--- src/lqi_regs.svh ---
`ifndef LQI_REGS_SVH
`define LQI_REGS_SVH

// register indices; the byte address on the bus is four times the index
`define LQI_IDX_STATUS 12'h871
`define LQI_IDX_STEP1 12'h8AD
`define LQI_IDX_STEP2 12'h8ED
`define LQI_IDX_STEP3 12'h8EF
`define LQI_IDX_STEP4 12'h8F0
`define LQI_IDX_STEP5 12'h8F1
`define LQI_IDX_STEP6 12'h8F2

// reset values of the six step registers
`define LQI_STEP1_RST 16'h3051
`define LQI_STEP2_RST 16'h3041
`define LQI_STEP3_RST 16'h3033
`define LQI_STEP4_RST 16'h3029
`define LQI_STEP5_RST 16'h2020
`define LQI_STEP6_RST 16'h2019

// field positions
`define LQI_HYST_MSB 15
`define LQI_HYST_LSB 12
`define LQI_WSEL_MSB 11
`define LQI_WSEL_LSB 10
`define LQI_THR_MSB 9
`define LQI_THR_LSB 0
`define LQI_WORST_MSB 7
`define LQI_WORST_LSB 5
`define LQI_LEVEL_MSB 3
`define LQI_LEVEL_LSB 1

// fixed edge between the two poorest levels
`define LQI_FLOOR_THR 11'h066

// timing: shortest window in microseconds and the clock rate in MHz
`define LQI_WIN_BASE_US 90
`define LQI_CLK_MHZ 200
`define LQI_WIN_BASE_CYC (`LQI_WIN_BASE_US * `LQI_CLK_MHZ)

`endif

--- src/lqi_pkg.sv ---
package lqi_pkg;
  // measurement sequencer states
  typedef enum logic [0:0] {LQI_ACCUM, LQI_DIVIDE} lqi_state_t;
  // 3-bit quality code, 0 poorest, 7 best
  typedef logic [2:0] lqi_level_t;
  // mean square error sample
  typedef logic [9:0] lqi_mse_t;
endpackage : lqi_pkg

--- src/lqi_link_quality.sv ---
// Overview of operation
// - 3-bit level, 0 above 102, 7 at or below 25
// - level derived from 10-bit receiver error value
// - status keeps poorest level since last read
// - window select picks 90/180/360/720 us accumulation
// - six writable thresholds, first resets to 51h
// - other thresholds reset 41h,33h,29h,20h,19h
// - 4-bit hysteresis per boundary, resets 3h/2h
`include "lqi_regs.svh"
`timescale 1ns/10ps
`default_nettype none

module lqi_link_quality
  import lqi_pkg::*;
#(
  parameter int WIN_BASE_CYCLES = `LQI_WIN_BASE_CYC, // shortest window in clocks
  parameter int SUM_W = 28, // error sum width, holds the longest window
  parameter int CNT_W = 18 // sample count width
) (
  input wire logic clk,
  input wire logic reset_n,
  input wire logic [15:0] paddr,
  input wire logic psel,
  input wire logic penable,
  input wire logic pwrite,
  input wire logic [31:0] pwdata,
  input wire logic [3:0] pstrb,
  output logic [31:0] prdata,
  output logic pready,
  output logic pslverr,
  input wire lqi_mse_t mse_value,
  input wire logic mse_valid,
  output lqi_level_t quality_level,
  output lqi_level_t worst_level,
  output lqi_mse_t mse_average
);

  localparam int NSTEP = 6;

  // register slot of a byte address: 0 status, 1..6 steps, 7 unmapped
  function automatic logic [2:0] reg_slot(input logic [15:0] addr);
    logic [2:0] slot;
    slot = 3'h7;
    if (addr[1:0] == 2'h0) begin
      case (addr[15:2])
        14'(`LQI_IDX_STATUS): slot = 3'h0;
        14'(`LQI_IDX_STEP1): slot = 3'h1;
        14'(`LQI_IDX_STEP2): slot = 3'h2;
        14'(`LQI_IDX_STEP3): slot = 3'h3;
        14'(`LQI_IDX_STEP4): slot = 3'h4;
        14'(`LQI_IDX_STEP5): slot = 3'h5;
        14'(`LQI_IDX_STEP6): slot = 3'h6;
        default: slot = 3'h7;
      endcase
    end
    return slot;
  endfunction : reg_slot

  // reset image of a step register
  function automatic logic [15:0] step_reset(input int idx);
    logic [15:0] val;
    case (idx)
      0: val = `LQI_STEP1_RST;
      1: val = `LQI_STEP2_RST;
      2: val = `LQI_STEP3_RST;
      3: val = `LQI_STEP4_RST;
      4: val = `LQI_STEP5_RST;
      default: val = `LQI_STEP6_RST;
    endcase
    return val;
  endfunction : step_reset

  // new level with hysteresis: a boundary already crossed stays crossed
  // until the error exceeds threshold plus hysteresis, and a new one is
  // crossed only once the error sits hysteresis below its threshold
  function automatic lqi_level_t next_level(
    input lqi_mse_t mse,
    input lqi_level_t cur,
    input logic [NSTEP-1:0][9:0] th,
    input logic [NSTEP-1:0][3:0] hy
  );
    logic [10:0] edge_val;
    logic [10:0] hy_val;
    logic go;
    lqi_level_t cnt;
    cnt = 3'h0;
    // floor boundary has a fixed edge and no hysteresis
    go = ({1'b0, mse} <= `LQI_FLOOR_THR);
    if (go) cnt = 3'h1;
    // boundaries count only in an unbroken run from the poorest end, so
    // odd threshold settings can never lift a floor-band error off code 0
    for (int k = 0; k < NSTEP; k++) begin
      edge_val = {1'b0, th[k]};
      hy_val = {7'h00, hy[k]};
      if (3'(k + 1) < cur) begin
        if ({1'b0, mse} > edge_val + hy_val) go = 1'b0;
      end else begin
        if ({1'b0, mse} + hy_val > edge_val) go = 1'b0;
      end
      if (go) cnt = cnt + 3'h1;
    end
    return cnt;
  endfunction : next_level

  // configuration fields
  logic [NSTEP-1:0][9:0] thr; // boundary_threshold_1..6
  logic [NSTEP-1:0][3:0] hyst; // hysteresis per boundary
  logic [1:0] wsel; // accumulation window select
  logic [NSTEP-1:0][9:0] next_thr;
  logic [NSTEP-1:0][3:0] next_hyst;
  logic [1:0] next_wsel;
  logic [31:0] next_prdata;
  lqi_level_t next_worst;

  // measurement state
  lqi_state_t state;
  lqi_state_t next_state;
  logic [CNT_W-1:0] win_cnt; // cycles into the current window
  logic [CNT_W-1:0] next_win_cnt;
  logic [SUM_W-1:0] acc_sum; // error sum of the current window
  logic [SUM_W-1:0] next_acc_sum;
  logic [CNT_W-1:0] acc_num; // samples in the current window
  logic [CNT_W-1:0] next_acc_num;
  logic [SUM_W-1:0] quo; // dividend shifting into quotient
  logic [SUM_W-1:0] next_quo;
  logic [CNT_W:0] rem; // partial remainder
  logic [CNT_W:0] next_rem;
  logic [CNT_W-1:0] divisor;
  logic [CNT_W-1:0] next_divisor;
  logic [4:0] div_step; // divide iteration
  logic [4:0] next_div_step;
  lqi_level_t next_quality;
  lqi_mse_t next_average;

  // decoded strobes
  logic [2:0] slot;
  logic apb_access;
  logic apb_wr;
  logic status_rd;
  logic [CNT_W-1:0] win_len;
  logic win_end;
  logic div_done;
  logic [CNT_W:0] rem_shift;
  lqi_mse_t quo_mse;

  assign slot = reg_slot(paddr);
  assign apb_access = psel && penable;
  assign apb_wr = apb_access && pwrite && (slot != 3'h7) && (slot != 3'h0);
  assign status_rd = apb_access && !pwrite && (slot == 3'h0);
  // zero wait state: read data was captured in the setup cycle
  assign pready = 1'b1;
  // unmapped words and writes to the read-only status answer with an error
  assign pslverr = apb_access && ((slot == 3'h7) || (pwrite && (slot == 3'h0)));

  // window length
  // doubling per select code keeps the 90/180/360/720 ratio exact
  assign win_len = CNT_W'(WIN_BASE_CYCLES) << wsel;
  // at or past the end: shrinking the window mid-count must not run the
  // counter round its whole range before the next close
  assign win_end = (win_cnt >= win_len - CNT_W'(1));
  assign div_done = (state == LQI_DIVIDE) && (div_step == 5'(SUM_W - 1));
  assign rem_shift = {rem[CNT_W-1:0], quo[SUM_W-1]};
  // average cannot exceed a sample, so the low ten bits hold it whole
  assign quo_mse = next_quo[9:0];

  // register file and worst-level tracking, next values
  always_comb begin
    next_thr = thr;
    next_hyst = hyst;
    next_wsel = wsel;
    next_prdata = prdata;
    next_worst = worst_level;
    // capture read data in the setup cycle so prdata leaves a flop
    if (psel && !penable) begin
      next_prdata = 32'h0000_0000;
      if (slot == 3'h0) begin
        next_prdata[`LQI_WORST_MSB:`LQI_WORST_LSB] = worst_level;
        next_prdata[`LQI_LEVEL_MSB:`LQI_LEVEL_LSB] = quality_level;
      end else if (slot != 3'h7) begin
        next_prdata[`LQI_HYST_MSB:`LQI_HYST_LSB] = hyst[slot-3'h1];
        next_prdata[`LQI_THR_MSB:`LQI_THR_LSB] = thr[slot-3'h1];
        // window select lives only in the first step register
        if (slot == 3'h1) next_prdata[`LQI_WSEL_MSB:`LQI_WSEL_LSB] = wsel;
      end
    end
    for (int i = 0; i < NSTEP; i++) begin
      if (apb_wr && (slot == 3'(i + 1))) begin
        if (pstrb[0]) next_thr[i][7:0] = pwdata[7:0];
        if (pstrb[1]) begin
          next_thr[i][9:8] = pwdata[9:8];
          next_hyst[i] = pwdata[`LQI_HYST_MSB:`LQI_HYST_LSB];
          if (i == 0) next_wsel = pwdata[`LQI_WSEL_MSB:`LQI_WSEL_LSB];
        end
      end
    end
    // poorest level tracking
    // a read restarts from the level in force after this edge, so a
    // drop landing on the read edge is kept for the next read
    if (status_rd) begin
      next_worst = div_done ? next_quality : quality_level;
    end else if (div_done && (next_quality < worst_level)) begin
      next_worst = next_quality;
    end
  end

  // register file and worst-level tracking, flops
  always_ff @(posedge clk) begin
    if (!reset_n) begin
      for (int i = 0; i < NSTEP; i++) begin
        // a call result cannot be part-selected, so cut by cast and shift
        thr[i] <= 10'(step_reset(i));
        hyst[i] <= 4'(step_reset(i) >> `LQI_HYST_LSB);
      end
      wsel <= 2'h0;
      prdata <= 32'h0000_0000;
      worst_level <= 3'h0;
    end else begin
      thr <= next_thr;
      hyst <= next_hyst;
      wsel <= next_wsel;
      prdata <= next_prdata;
      worst_level <= next_worst;
    end
  end

  // window accumulator and serial divider, next values
  always_comb begin
    next_state = state;
    next_win_cnt = win_cnt + CNT_W'(1);
    next_acc_sum = acc_sum;
    next_acc_num = acc_num;
    next_quo = quo;
    next_rem = rem;
    next_divisor = divisor;
    next_div_step = div_step;
    next_quality = quality_level;
    next_average = mse_average;
    if (mse_valid) begin
      next_acc_sum = acc_sum + SUM_W'(mse_value);
      next_acc_num = acc_num + CNT_W'(1);
    end
    // window close: hand the totals to the divider and restart
    if (win_end) begin
      next_win_cnt = '0;
      next_acc_sum = mse_valid ? SUM_W'(mse_value) : '0;
      next_acc_num = mse_valid ? CNT_W'(1) : '0;
    end
    case (state)
      LQI_ACCUM: begin
        // an empty window leaves the level untouched
        if (win_end && (acc_num != '0)) begin
          next_state = LQI_DIVIDE;
          next_quo = acc_sum;
          next_rem = '0;
          next_divisor = acc_num;
          next_div_step = 5'h00;
        end
      end
      LQI_DIVIDE: begin
        // one restoring step per clock; done far inside any window
        next_quo = {quo[SUM_W-2:0], 1'b0};
        next_rem = rem_shift;
        if (rem_shift >= {1'b0, divisor}) begin
          next_rem = rem_shift - {1'b0, divisor};
          next_quo[0] = 1'b1;
        end
        next_div_step = div_step + 5'h01;
        if (div_done) begin
          next_state = LQI_ACCUM;
          next_average = quo_mse;
          // map average to level with hysteresis
          next_quality = next_level(quo_mse, quality_level, thr, hyst);
        end
      end
      default: next_state = LQI_ACCUM;
    endcase
  end

  // window accumulator and serial divider, flops
  always_ff @(posedge clk) begin
    if (!reset_n) begin
      state <= LQI_ACCUM;
      win_cnt <= '0;
      acc_sum <= '0;
      acc_num <= '0;
      quo <= '0;
      rem <= '0;
      divisor <= '0;
      div_step <= 5'h00;
      quality_level <= 3'h0;
      mse_average <= 10'h000;
    end else begin
      state <= next_state;
      win_cnt <= next_win_cnt;
      acc_sum <= next_acc_sum;
      acc_num <= next_acc_num;
      quo <= next_quo;
      rem <= next_rem;
      divisor <= next_divisor;
      div_step <= next_div_step;
      quality_level <= next_quality;
      mse_average <= next_average;
    end
  end

  floor_band_a: assert property (@(posedge clk) disable iff (!reset_n)
    div_done && (quo_mse > 10'h066) |=> quality_level == 3'h0)
    else $error("average above floor edge did not give level 0");

  status_zero_a: assert property (@(posedge clk) disable iff (!reset_n)
    status_rd |-> (prdata[31:8] == 24'h0) && !prdata[4] && !prdata[0])
    else $error("status reserved bits not zero");

  divide_time_a: assert property (@(posedge clk) disable iff (!reset_n)
    (state == LQI_ACCUM) && win_end && (acc_num != '0) |-> ##28 div_done)
    else $error("divider did not finish in its fixed step count");

  status_read_a: assert property (@(posedge clk) disable iff (!reset_n)
    psel && !penable && (slot == 3'h0) && !pwrite ##1 status_rd
    |-> prdata[7:5] == $past(worst_level))
    else $error("status read did not show the tracked poorest level");

  worst_restart_a: assert property (@(posedge clk) disable iff (!reset_n)
    status_rd |=> worst_level == quality_level)
    else $error("poorest level did not restart after status read");

  worst_hold_a: assert property (@(posedge clk) disable iff (!reset_n)
    !status_rd |=> (worst_level <= $past(worst_level)) && (worst_level <= quality_level))
    else $error("poorest level rose without a read");

  window_len_a: assert property (@(posedge clk) disable iff (!reset_n)
    win_end && $stable(wsel) |-> win_cnt == (CNT_W'(WIN_BASE_CYCLES) << wsel) - CNT_W'(1))
    else $error("window closed at the wrong count");

  thr_reset_a: assert property (@(posedge clk)
    $rose(reset_n) |-> (thr[0] == 10'h051) && (thr[1] == 10'h041) && (thr[2] == 10'h033)
      && (thr[3] == 10'h029) && (thr[4] == 10'h020) && (thr[5] == 10'h019))
    else $error("threshold reset values wrong");

  hyst_reset_a: assert property (@(posedge clk)
    $rose(reset_n) |-> (hyst[3:0] == {4{4'h3}}) && (hyst[5:4] == {2{4'h2}}))
    else $error("hysteresis reset values wrong");

  // the reset edge itself clears the level, so that edge is left out
  // level moves only on a finished average
  level_update_a: assert property (@(posedge clk) disable iff (!reset_n)
    reset_n && (quality_level != $past(quality_level)) |-> $past(div_done))
    else $error("level moved without a new average");

endmodule : lqi_link_quality

`default_nettype wire

--- config.mk ---
export PLATFORM = sky130hd
export DESIGN_NAME = lqi_link_quality
export DESIGN_NICKNAME = d
export VERILOG_FILES = /design/src/lqi_pkg.sv /design/src/lqi_link_quality.sv
export VERILOG_INCLUDE_DIRS = /design/src /design/src/src
export SDC_FILE = /design/constraint.sdc
export NUM_CORES = 1
export LEC_CHECK = 0
export BUFFER_PORTS_ARGS = -buffer_cell sky130_fd_sc_hd__buf_4
export CAP_MARGIN = 20
export CORE_ASPECT_RATIO = 0.7
export CORE_MARGIN = 2
export CORE_UTILIZATION = 45
export CTS_BUF_LIST = sky130_fd_sc_hd__clkbuf_16
export DETAILED_ROUTE_END_ITERATION = 7
export PLACE_DENSITY = 0.66
export SKIP_LAST_GASP = 1
export SYNTH_ARGS = -nofsm -noshare
export SYNTH_HDL_FRONTEND = slang
export SYNTH_SLANG_ARGS = --single-unit
--- constraint.sdc ---
create_clock -name clk -period 8.54 [get_ports clk]
set_input_delay 1.708 -clock clk [delete_from_list [all_inputs] [get_ports clk]]
set_output_delay 1.708 -clock clk [all_outputs]
set_load 0.1 [all_outputs]
# Word level (Yosys, flattened, before mapping)

Cells that the tools add are included.

Input port bits: 68
Register bits: 252
Output and inout bits: 50

Magnitude comparators: 23
$add $sub $neg: 25
Eq/ne operators: 17
Bitwise logic cells: 2
Reduce and logical (&&, ||, !) cells: 42
Mux-type cells: 84
Shifts and indexed selects: 1

Operators by type and width:

| operator                                                             | number |
|---|---|
| 10-bit by 4-bit adder with 11-bit output                             | 12 |
| 14-bit by 12-bit == test with 1-bit output, second input constant    | 7 |
| 28-bit 2-to-1 mux                                                    | 3 |
| 3-bit 2-to-1 mux                                                     | 26 |
| 18-bit 2-to-1 mux                                                    | 4 |
| 10-bit by 11-bit greater-than comparator with 1-bit output           | 6 |
| 11-bit by 10-bit greater-than comparator with 1-bit output           | 6 |
| 28-bit one-hot mux with 2 select lines                               | 1 |
| 1-bit 2-to-1 mux                                                     | 37 |
| 18-bit by 1-bit adder with 18-bit output, second input constant      | 2 |
| 18-bit one-hot mux with 2 select lines                               | 1 |
| 10-bit binary-select mux with 3-bit select                           | 1 |
| 28-bit by 10-bit adder with 28-bit output                            | 1 |
| 2-bit AND reduction                                                  | 14 |
| 3-bit one-hot mux with 7 select lines                                | 1 |
| 10-bit 2-to-1 mux                                                    | 2 |
| 19-bit by 18-bit >= comparator with 1-bit output                     | 1 |
| 3-bit by 1-bit adder with 3-bit output, second input constant        | 6 |
| 18-bit >= comparator                                                 | 1 |
| 1-bit logical AND                                                    | 18 |
| 18-bit nonzero test                                                  | 1 |
| 15-bit by 2-bit << shifter with 18-bit output, first input constant  | 1 |
| 18-bit by 1-bit subtractor with 18-bit output, second input constant | 1 |
| 18-bit subtractor                                                    | 1 |
| other kinds (30)                                                     | 40 |

# Logic depth before layout (Yosys ltp)

Gate-level depths: netlist (run 1).

Depth in word-level cells: 39
Gate-level depth with buffers: 47
Gate-level depth less buffers: 47

# Worst setup path after synthesis (run 1)

OpenSTA, ideal clock, no wires.

Path kind: reg2reg
Start point: register wsel[1]
End point: register worst_level[1]
Arrival time: 9407 ps
Setup time: 70 ps
Slack: -937 ps
Cell stages (with the launch flop): 47
Path through: dfxtp_1 -> inv_1 -> ha_1 -> inv_1 -> ha_1 -> nand4_1 -> nor4_4 -> a22oi_2 -> a21oi_1 -> buf_4 -> mux2i_1 -> o21ai_0 -> inv_1 -> fa_1 -> nor2b_1 -> o21ai_0 -> nand2b_1 -> nand2_1 -> (+11 left out) -> nor2_1 -> ha_1 -> inv_1 -> o21bai_1 -> ha_1 -> mux2i_1 -> o21bai_1 -> ha_1 -> mux2_2 -> o21ai_0 -> o21bai_1 -> o21a_1 -> ha_1 -> o21a_1 -> nor3_1 -> a221o_1 -> or2_0 -> a21oi_1

Longest elaborated chain between the ends: 38
Elaborated cells between the ends (all ways): 88
Those cells by class: add/sub (13); order compare (15); shift (1); mux (56); reduce/logical (3)

RTL lines:

| item                                                                       | line                                             | RTL |
|---|---|---|
| from (decl)                                                                | lqi_link_quality.sv:108                          | `logic [1:0] wsel;` |
| from (signal assigned)                                                     | lqi_link_quality.sv:220                          | `wsel <= next_wsel;` |
| 15-bit by 2-bit << shifter with 18-bit output (*)                          | lqi_link_quality.sv:157                          | `assign win_len = CNT_W'(WIN_BASE_CYCLES) << wsel;` |
| 18-bit by 1-bit subtractor with 18-bit output (*)                          | lqi_link_quality.sv:160                          | `assign win_end = (win_cnt >= win_len - CNT_W'(1));` |
| 18-bit >= comparator (*)                                                   | lqi_link_quality.sv:160                          |  |
| 1-bit logical AND (*)                                                      | lqi_link_quality.sv:251                          | `if (win_end && (acc_num != '0)) begin` |
| 28-bit 2-to-1 mux (*)                                                      | lqi_link_quality.sv:251                          |  |
| 28-bit one-hot mux with 2 select lines (*)                                 | lqi_link_quality.sv:248                          | `case (state)` |
| net next_quo[1]                                                            | lqi_link_quality.sv:125                          | `logic [SUM_W-1:0] next_quo;` |
| 10-bit by 4-bit adder with 11-bit output                                   | lqi_link_quality.sv:98                           | `if ({1'b0, mse} + hy_val > edge_val) go = 1'b0;` |
| (+24 left out)                                                             | -                                                |  |
| 3-bit by 1-bit adder with 3-bit output or 1-bit 2-to-1 mux (tied branches) | lqi_link_quality.sv:100, lqi_link_quality.sv:248 |  |
| 3-bit 2-to-1 mux (*)                                                       | lqi_link_quality.sv:100                          | `if (go) cnt = cnt + 3'h1;` |
| 3-bit 2-to-1 mux (*)                                                       | lqi_link_quality.sv:268                          | `if (div_done) begin` |
| 3-bit 2-to-1 mux (*)                                                       | lqi_link_quality.sv:248                          |  |
| net next_quality[1]                                                        | lqi_link_quality.sv:132                          | `lqi_level_t next_quality;` |
| 3-bit < comparator                                                         | lqi_link_quality.sv:201                          | `end else if (div_done && (next_quality < worst_level)) begin` |
| 1-bit logical AND                                                          | lqi_link_quality.sv:201                          |  |
| 2-bit nonzero test (no line)                                               | -                                                |  |
| to (signal assigned)                                                       | lqi_link_quality.sv:222                          | `worst_level <= next_worst;` |
| to (decl)                                                                  | lqi_link_quality.sv:34                           | `output lqi_level_t worst_level,` |

The timed path passes the listed nets; every way through them passes the cells marked *. The select of a mux whose other input is x is not followed.
A chain may end at the register's enable or synchronous reset.

# Worst setup path after layout (run 1)

Start point: register wsel[0]
End point: register worst_level[1]

Longest elaborated chain between the ends: 38
Elaborated cells between the ends (all ways): 88
Those cells by class: add/sub (13); order compare (15); shift (1); mux (56); reduce/logical (3)

RTL lines:

| item                                                                       | line |
|---|---|
| 15-bit by 2-bit << shifter with 18-bit output (*)                          | lqi_link_quality.sv:157 |
| 18-bit by 1-bit subtractor with 18-bit output (*)                          | lqi_link_quality.sv:160 |
| 18-bit >= comparator (*)                                                   | lqi_link_quality.sv:160 |
| 1-bit logical AND (*)                                                      | lqi_link_quality.sv:251 |
| 28-bit 2-to-1 mux (*)                                                      | lqi_link_quality.sv:251 |
| 28-bit one-hot mux with 2 select lines (*)                                 | lqi_link_quality.sv:248 |
| net next_quo[1]                                                            | lqi_link_quality.sv:125 |
| 10-bit by 4-bit adder with 11-bit output                                   | lqi_link_quality.sv:98 |
| (+24 left out)                                                             | - |
| 3-bit by 1-bit adder with 3-bit output or 1-bit 2-to-1 mux (tied branches) | lqi_link_quality.sv:100, lqi_link_quality.sv:248 |
| 3-bit 2-to-1 mux (*)                                                       | lqi_link_quality.sv:100 |
| 3-bit 2-to-1 mux (*)                                                       | lqi_link_quality.sv:268 |
| 3-bit 2-to-1 mux (*)                                                       | lqi_link_quality.sv:248 |
| net next_quality[2]                                                        | lqi_link_quality.sv:132 |
| 3-bit < comparator (*)                                                     | lqi_link_quality.sv:201 |
| 1-bit logical AND (*)                                                      | lqi_link_quality.sv:201 |
| 2-bit nonzero test (no line) (*)                                           | - |

Marked as above.

==> reports/qor.yml, run 1 <==
holdCritStartpoint: "mse_average[0]"
rows: 62
synth_top_family_by_area: "simple AND/OR/NAND/NOR gates"
tightest_slew_ps: 1140
io_buffers: 82
slew_viol_final: 0
critPathCaptureType: "register"
ant_nets: 0
critPathLaunchType: "register"
vias_per_cell: 5.86
rsz0062_at_grt: "true"
synth_edf_count: 0
crit_fanout: 5
yosysMostFrequentCell: "nor2_1"
crit_type: "register to register"
synth_xor_area_share_pct: 7.51
synth.mux.area_fraction_pct: 5.41
yosys.area_share.simple_pct: 21.3
avgSynthCellArea_um2: 7.98
leakagePower_nw: 9.31
clock_power_share_pct: 50.1
synth_area_um2: 18900
start_util_pct: 45.9
grtUsageTotal_pct: 28.4
yosys_warnings: 0
r2r-end: "worst_level[1]"
vias: 18100
ys_types: 90
fmax_mhz: 112
power_density_nw_per_um2: 125
power.internal_mw: 2.10
clkTransAtPathRegs_ps: 70
crit_required_ps: 9030
synth_adder_area_share_pct: 16.8
p_seq_share_pct: 42.9
fin_crit_ps: 8890
design.core.area_um2: 41200
grt_pass1_wl_mm: 97.7
drt_iter0_drc: 1935
final.setup.worst_slack_ps: -355
synth_compound_area_share_pct: 16.7
switching_share_pct: 24.9
setup-violations-final: 3
max_cap_viol_count: 0
place_congestion: 0.967
min_path_cells: 2
status: "finished, violations left"
dr.pass1.iters: 8
skew_ps: 16.8
p_switching_mw: 0.695
globalRouteOverflowTotal: 0
placed_area_um2: 20700
drt-total-wl_mm: 63.8
cts_tree: "done"
areaGrowthSynthToFinish_pct: 18.5
synth_top_area_share_pct: 26.7
die_y_um: 175
yosys-top-cells-area: "dfxtp_1 (27%), ha_1 (15%), nor2_1 (5.6%)"
cts_buffers: 29
ys_top_cells_by_count: "nor2_1 (284), dfxtp_1 (252), nand2_1 (239)"
pwr-share-comb_pct: 7.0
worst_hold_path_type: "register to register"
stdcell_area_um2: 22400
cts-root-buf: "clkbuf_16"
fin_nets: 2841
wl_per_cell_um: 20.6
async_flop_share_pct: 0
htree_levels: 1
hold_end: "mse_average[0]"
critPathMaxStageDelay_ps: 440
antenna_found_initial: 0
ys_ff_latch: 252
grt_pass1_vias: 16800
die-area_um2: 43700
cp_common_cell: "ha_1"
vdd_drop_max_uv: 112
yosys.area.top_type: "dfxtp_1"
fin_crit_sh_pct: 104
clkLatencyLatePin_ps: 570
ys_seq_area_share_pct: 26.7
power_mw: 2.79
post-dp-hpwl_mm: 48.2
drc: 0
r2r-start: "wsel[0]"
cp_slowest_cell: "a221o_1"
die_x_um: 249
cp.arrival_ps: 9390
maxSlewHeadroom_pct: 23.8
syn_inst: 2367
reg2regPathDepth: 47
violations: "negative setup slack"
rrSetupSlack_ps: -350
grt_max_degree: 96
layout-drive-gt1-share_pct: 14.9
cts_buffer_depth: 3
ys.flop_type: "dfxtp_1"
cts.sinks: 252
ios: 118
hold_violations: 0
placed cells by master, fill, tap and decap left out, types with 21 or more instances in the layout:
cell	Yosys	final
nand4_1	43	43
nand2_1	239	235
inv_1	154	149
buf_4	19	209
o211ai_1	21	21
dfxtp_1	252	250
a211oi_1	33	32
nor3_1	54	50
o21ai_0	84	78
a22oi_1	26	26
a21oi_1	148	131
nand3_1	108	108
mux2i_1	84	81
ha_1	231	215
xor2_1	45	44
nor2b_1	28	28
o21a_1	28	28
clkbuf_16	0	29
a21o_1	38	38
nor2_1	284	282
xnor2_1	117	115
how the worst max path moves through the flow:
stage               startpoint             end  cells after the start
floorplan              wsel[1]  worst_level[1]                     46
global placement       wsel[1]  worst_level[1]                     47
detailed placement     wsel[1]  worst_level[1]                     46
CTS                    wsel[1]  worst_level[1]                     50
global route           wsel[0]  worst_level[1]                     47
finish                 wsel[0]  worst_level[1]                     47
registers in the layout, indices dropped and copies added (netlist names), 3 cells and up:
register,cells
quo,28
win_cnt,18
quality_level,3
divisor,18
hyst,24
mse_average,10
rem,18
prdata,16
acc_sum,28
div_step,5
acc_num,18
thr,60
worst_level,3
per-layer routing:
layer | global-route usage [%] | vias to the layer above | part of all wire, %
li1 | - | 8636 | -
met1 | 43.2 | 8582 | 48
met2 | 40.6 | 771 | 40
met3 | 5.42 | 131 | 9.5
met4 | 7.27 | 0 | 3.0
met5 | 0 | - | 0
stage by stage:
| step | utilization [%] | TNS [ps] | worst slack, ps | cells | hold slack, ps |
|---|---|---|---|---|---|
| after floorplan | - | 0 | 71.8 | 2382 | 426 |
| after global placement | 50.3 | -1220 | -456 | 3018 | 442 |
| after detailed placement | 50.3 | -2150 | -734 | 3018 | 452 |
| after CTS | 53.2 | -1030 | -362 | 3075 | 462 |
| after global routing | 54.3 | -2090 | -719 | 3093 | 485 |
| final | 54.3 | -1020 | -355 | 3094 | 458 |
power by group through the flow:
stage	Combinational (mW)	Sequential (mW)	Clock (mW)
final	0.195	1.20	1.40
after global routing	0.208	1.20	1.46
after CTS	0.192	1.20	1.41
after detailed placement	0.191	1.22	0
after global placement	0.188	1.22	0
after floorplan	0.121	1.23	0
layout make-up:
| type | instances | area [µm²] |
|---|---|---|
| Fill cell | 3774 | 18800 |
| Sequential cell | 252 | 5050 |
| Tap cell | 544 | 681 |
| Antenna cell | 1 | 2.50 |
| Timing Repair Buffer | 220 | 1710 |
| Multi-Input combinational cell | 1868 | 13300 |
| Inverter | 157 | 603 |
| Clock buffer | 29 | 726 |
| Clock inverter | 23 | 317 |
cell families (layout without fill, tap and decap cells):
group	after synthesis	count (layout)
multiplexers	94	94
adder cells (fa/ha/maj)	245	245
other	2	18
XOR/XNOR	162	162
buffers and inverters	262	429
AND/OR/NAND/NOR	866	866
flip-flops	252	252
AO/OA/AOI/OAI	484	484
critical path: cells and delay by family (launching register included):
family | cells | cell delay [ps]
flip-flops | 1 | 370
multiplexers | 2 | 260
adder cells (fa/ha/maj) | 9 | 2340
AO/OA/AOI/OAI | 21 | 4110
buffers and inverters | 4 | 420
AND/OR/NAND/NOR | 7 | 690
XOR/XNOR | 4 | 640
repair_timing:
item | 4_1_cts | 5_1_grt
setup buffers | 6 | 18
resized for setup | 27 | 71
pin swaps | 19 | 57
hold buffers | 0 | 0
endpoints found under the setup margin | 3 | 4
Power figures use the tool's default switching activity.
==> inputs of run 2 (changes only) <==
--- a/config.mk
+++ b/config.mk
@@ -11,7 +11,7 @@
 export CORE_ASPECT_RATIO = 0.7
 export CORE_MARGIN = 2
 export CORE_UTILIZATION = 45
-export CTS_BUF_LIST = sky130_fd_sc_hd__clkbuf_16
+export CTS_BUF_LIST = sky130_fd_sc_hd__clkbuf_8 sky130_fd_sc_hd__clkbuf_16
 export DETAILED_ROUTE_END_ITERATION = 7
 export PLACE_DENSITY = 0.66
 export SKIP_LAST_GASP = 1
==> run 2 against run 1 <==
The flow still finishes with violations (negative setup slack). Worst setup slack worse by 15 ps. Non-clock buffer count decreased by 2. Sequential cell count stayed put. Power increased by 1.0%. Largest power group unchanged. Highest routed layer unchanged.
==> reports/qor.yml, run 2 (synthesis results as in run 1) <==
cts_tree: "done"
vias: 18000
stdcell_area_um2: 22400
cts.sinks: 252
crit_type: "register to register"
holdCritStartpoint: "mse_average[0]"
rsz0062_at_grt: "true"
reg_top3: "thr: 60 flops, acc_sum: 28 flops, quo: 28 flops"
grt_pass1_vias: 16800
ant_nets: 0
largest_register_ffs: 60
maxSlewHeadroom_pct: 24.6
rows: 62
startpoint: "wsel[0]"
place_congestion: 0.967
critPathMaxStageDelay_ps: 430
layout.cells.non_filler: 3092
grt_max_degree: 96
post-dp-hpwl_mm: 48.2
wl_per_cell_um: 20.6
fin_hold_ws_ps: 458
layout-drive-gt1-share_pct: 15.0
crit_family: "compound AO/OA/AOI/OAI gates"
fin_crit_sh_pct: 104
fin_crit_ps: 8910
crit_required_ps: 9030
cp_slowest_cell: "a221o_1"
regMostFlops: "thr"
r2r-start: "wsel[0]"
cts_buffer_depth: 3
setup-violations-final: 3
max_cap_viol_count: 0
critPathLaunchType: "register"
pre_cts_ws_ps: -734
die_x_um: 249
final.setup.worst_slack_ps: -370
fmax_mhz: 112
power_mw: 2.82
worst_hold_path_type: "register to register"
power_density_nw_per_um2: 126
antenna_found_initial: 0
drc: 0
tightest_slew_ps: 1130
fin_nets: 2839
areaGrowthSynthToFinish_pct: 18.5
placed_area_um2: 20700
layout_commonest_cell: "nor2_1"
ios: 118
dr.pass1.iters: 7
vdd_drop_max_uv: 111
htree_levels: 1
die-area_um2: 43700
grt_pass1_wl_mm: 97.8
rrSetupSlack_ps: -370
hold_violations: 0
design.core.area_um2: 41200
cts-root-buf: "clkbuf_16"
cts_hold_buf: 0
io_buffers: 82
violations: "negative setup slack"
cp.arrival_ps: 9400
status: "finished, violations left"
die_y_um: 175
crit_fanout: 5
skew_ps: 18.1
drt-total-wl_mm: 63.7
mostFrequentLayoutCells: "nor2_1 (282), dfxtp_1 (250), nand2_1 (235)"
critPathCaptureType: "register"
globalRouteOverflowTotal: 0
drt_iter0_drc: 1883
clkTransAtPathRegs_ps: 70
cp_common_cell: "ha_1"
vias_per_cell: 5.82
crit_buf_inv: 4
cts_buffers: 29
start_util_pct: 45.9
slew_viol_final: 0
dp.cells: 3018
leakagePower_nw: 9.32
clkLatencyLatePin_ps: 570
grtUsageTotal_pct: 28.4
[run 2: cell count changes in the layout (fill, tap and decap cells not counted), sizes merged]
cell    before  now
clkbuf      29   32
clkinv       8    5
buf        220  218
[run 2: report_power, final]
group | switching [mW] | total, mW | internal, mW
Sequential | 0.0127 | 1.20 | 1.18
Combinational | 0.141 | 0.195 | 0.0547
Clock | 0.543 | 1.43 | 0.884
[run 2: area by class of cell]
| type | count | area [µm²] |
|---|---|---|
| fillers | 3773 | 18800 |
| multi-input cells | 1868 | 13300 |
| flip-flops and latches | 252 | 5050 |
| repair buffers | 218 | 1700 |
| clock buffers | 32 | 767 |
| well taps | 544 | 681 |
| inverters | 157 | 603 |
| clock inverters | 20 | 305 |
| diodes | 1 | 2.50 |
[run 2: per-layer routing]
layer / track usage [%] / vias up / part of all wire (%)
met5: 0 / - / 0
met4: 7.27 / 0 / 2.9
met1: 43.2 / 8506 / 48
li1: - / 8618 / -
met3: 5.42 / 113 / 9.7
met2: 40.7 / 754 / 40
[run 2: worst reg2reg max path, delay by kind of cell, from the launching register on]
family	cells	cell delay (ps)
simple gates	7	680
buf+inv	4	420
compound gates	21	4110
flops	1	370
xor+xnor	4	640
mux	2	260
fa+ha+maj	9	2350
[run 2: through the flow]
| step | utilization (%) | setup TNS, ps |
|---|---|---|
| after CTS | 53.2 | -1030 |
| after global routing | 54.3 | -2120 |
| final | 54.3 | -1060 |
| after global placement | 50.3 | -1220 |
| after floorplan | - | 0 |
| after detailed placement | 50.3 | -2150 |
[run 2: what timing repair did]
action / CTS / global route
resized for setup: 27 / 71
cloned: 0 / 0
setup buffers: 6 / 16
pin swaps: 19 / 54
endpoints found under the setup margin: 3 / 4
[run 2: final timing paths]
| path | to | cells after the start |
|---|---|---|
| setup reg to reg | worst_level[1] | 47 |
| setup / recovery | worst_level[1] | 47 |
| hold / removal | mse_average[0] | 2 |
| hold reg to reg | mse_average[0] | 2 |
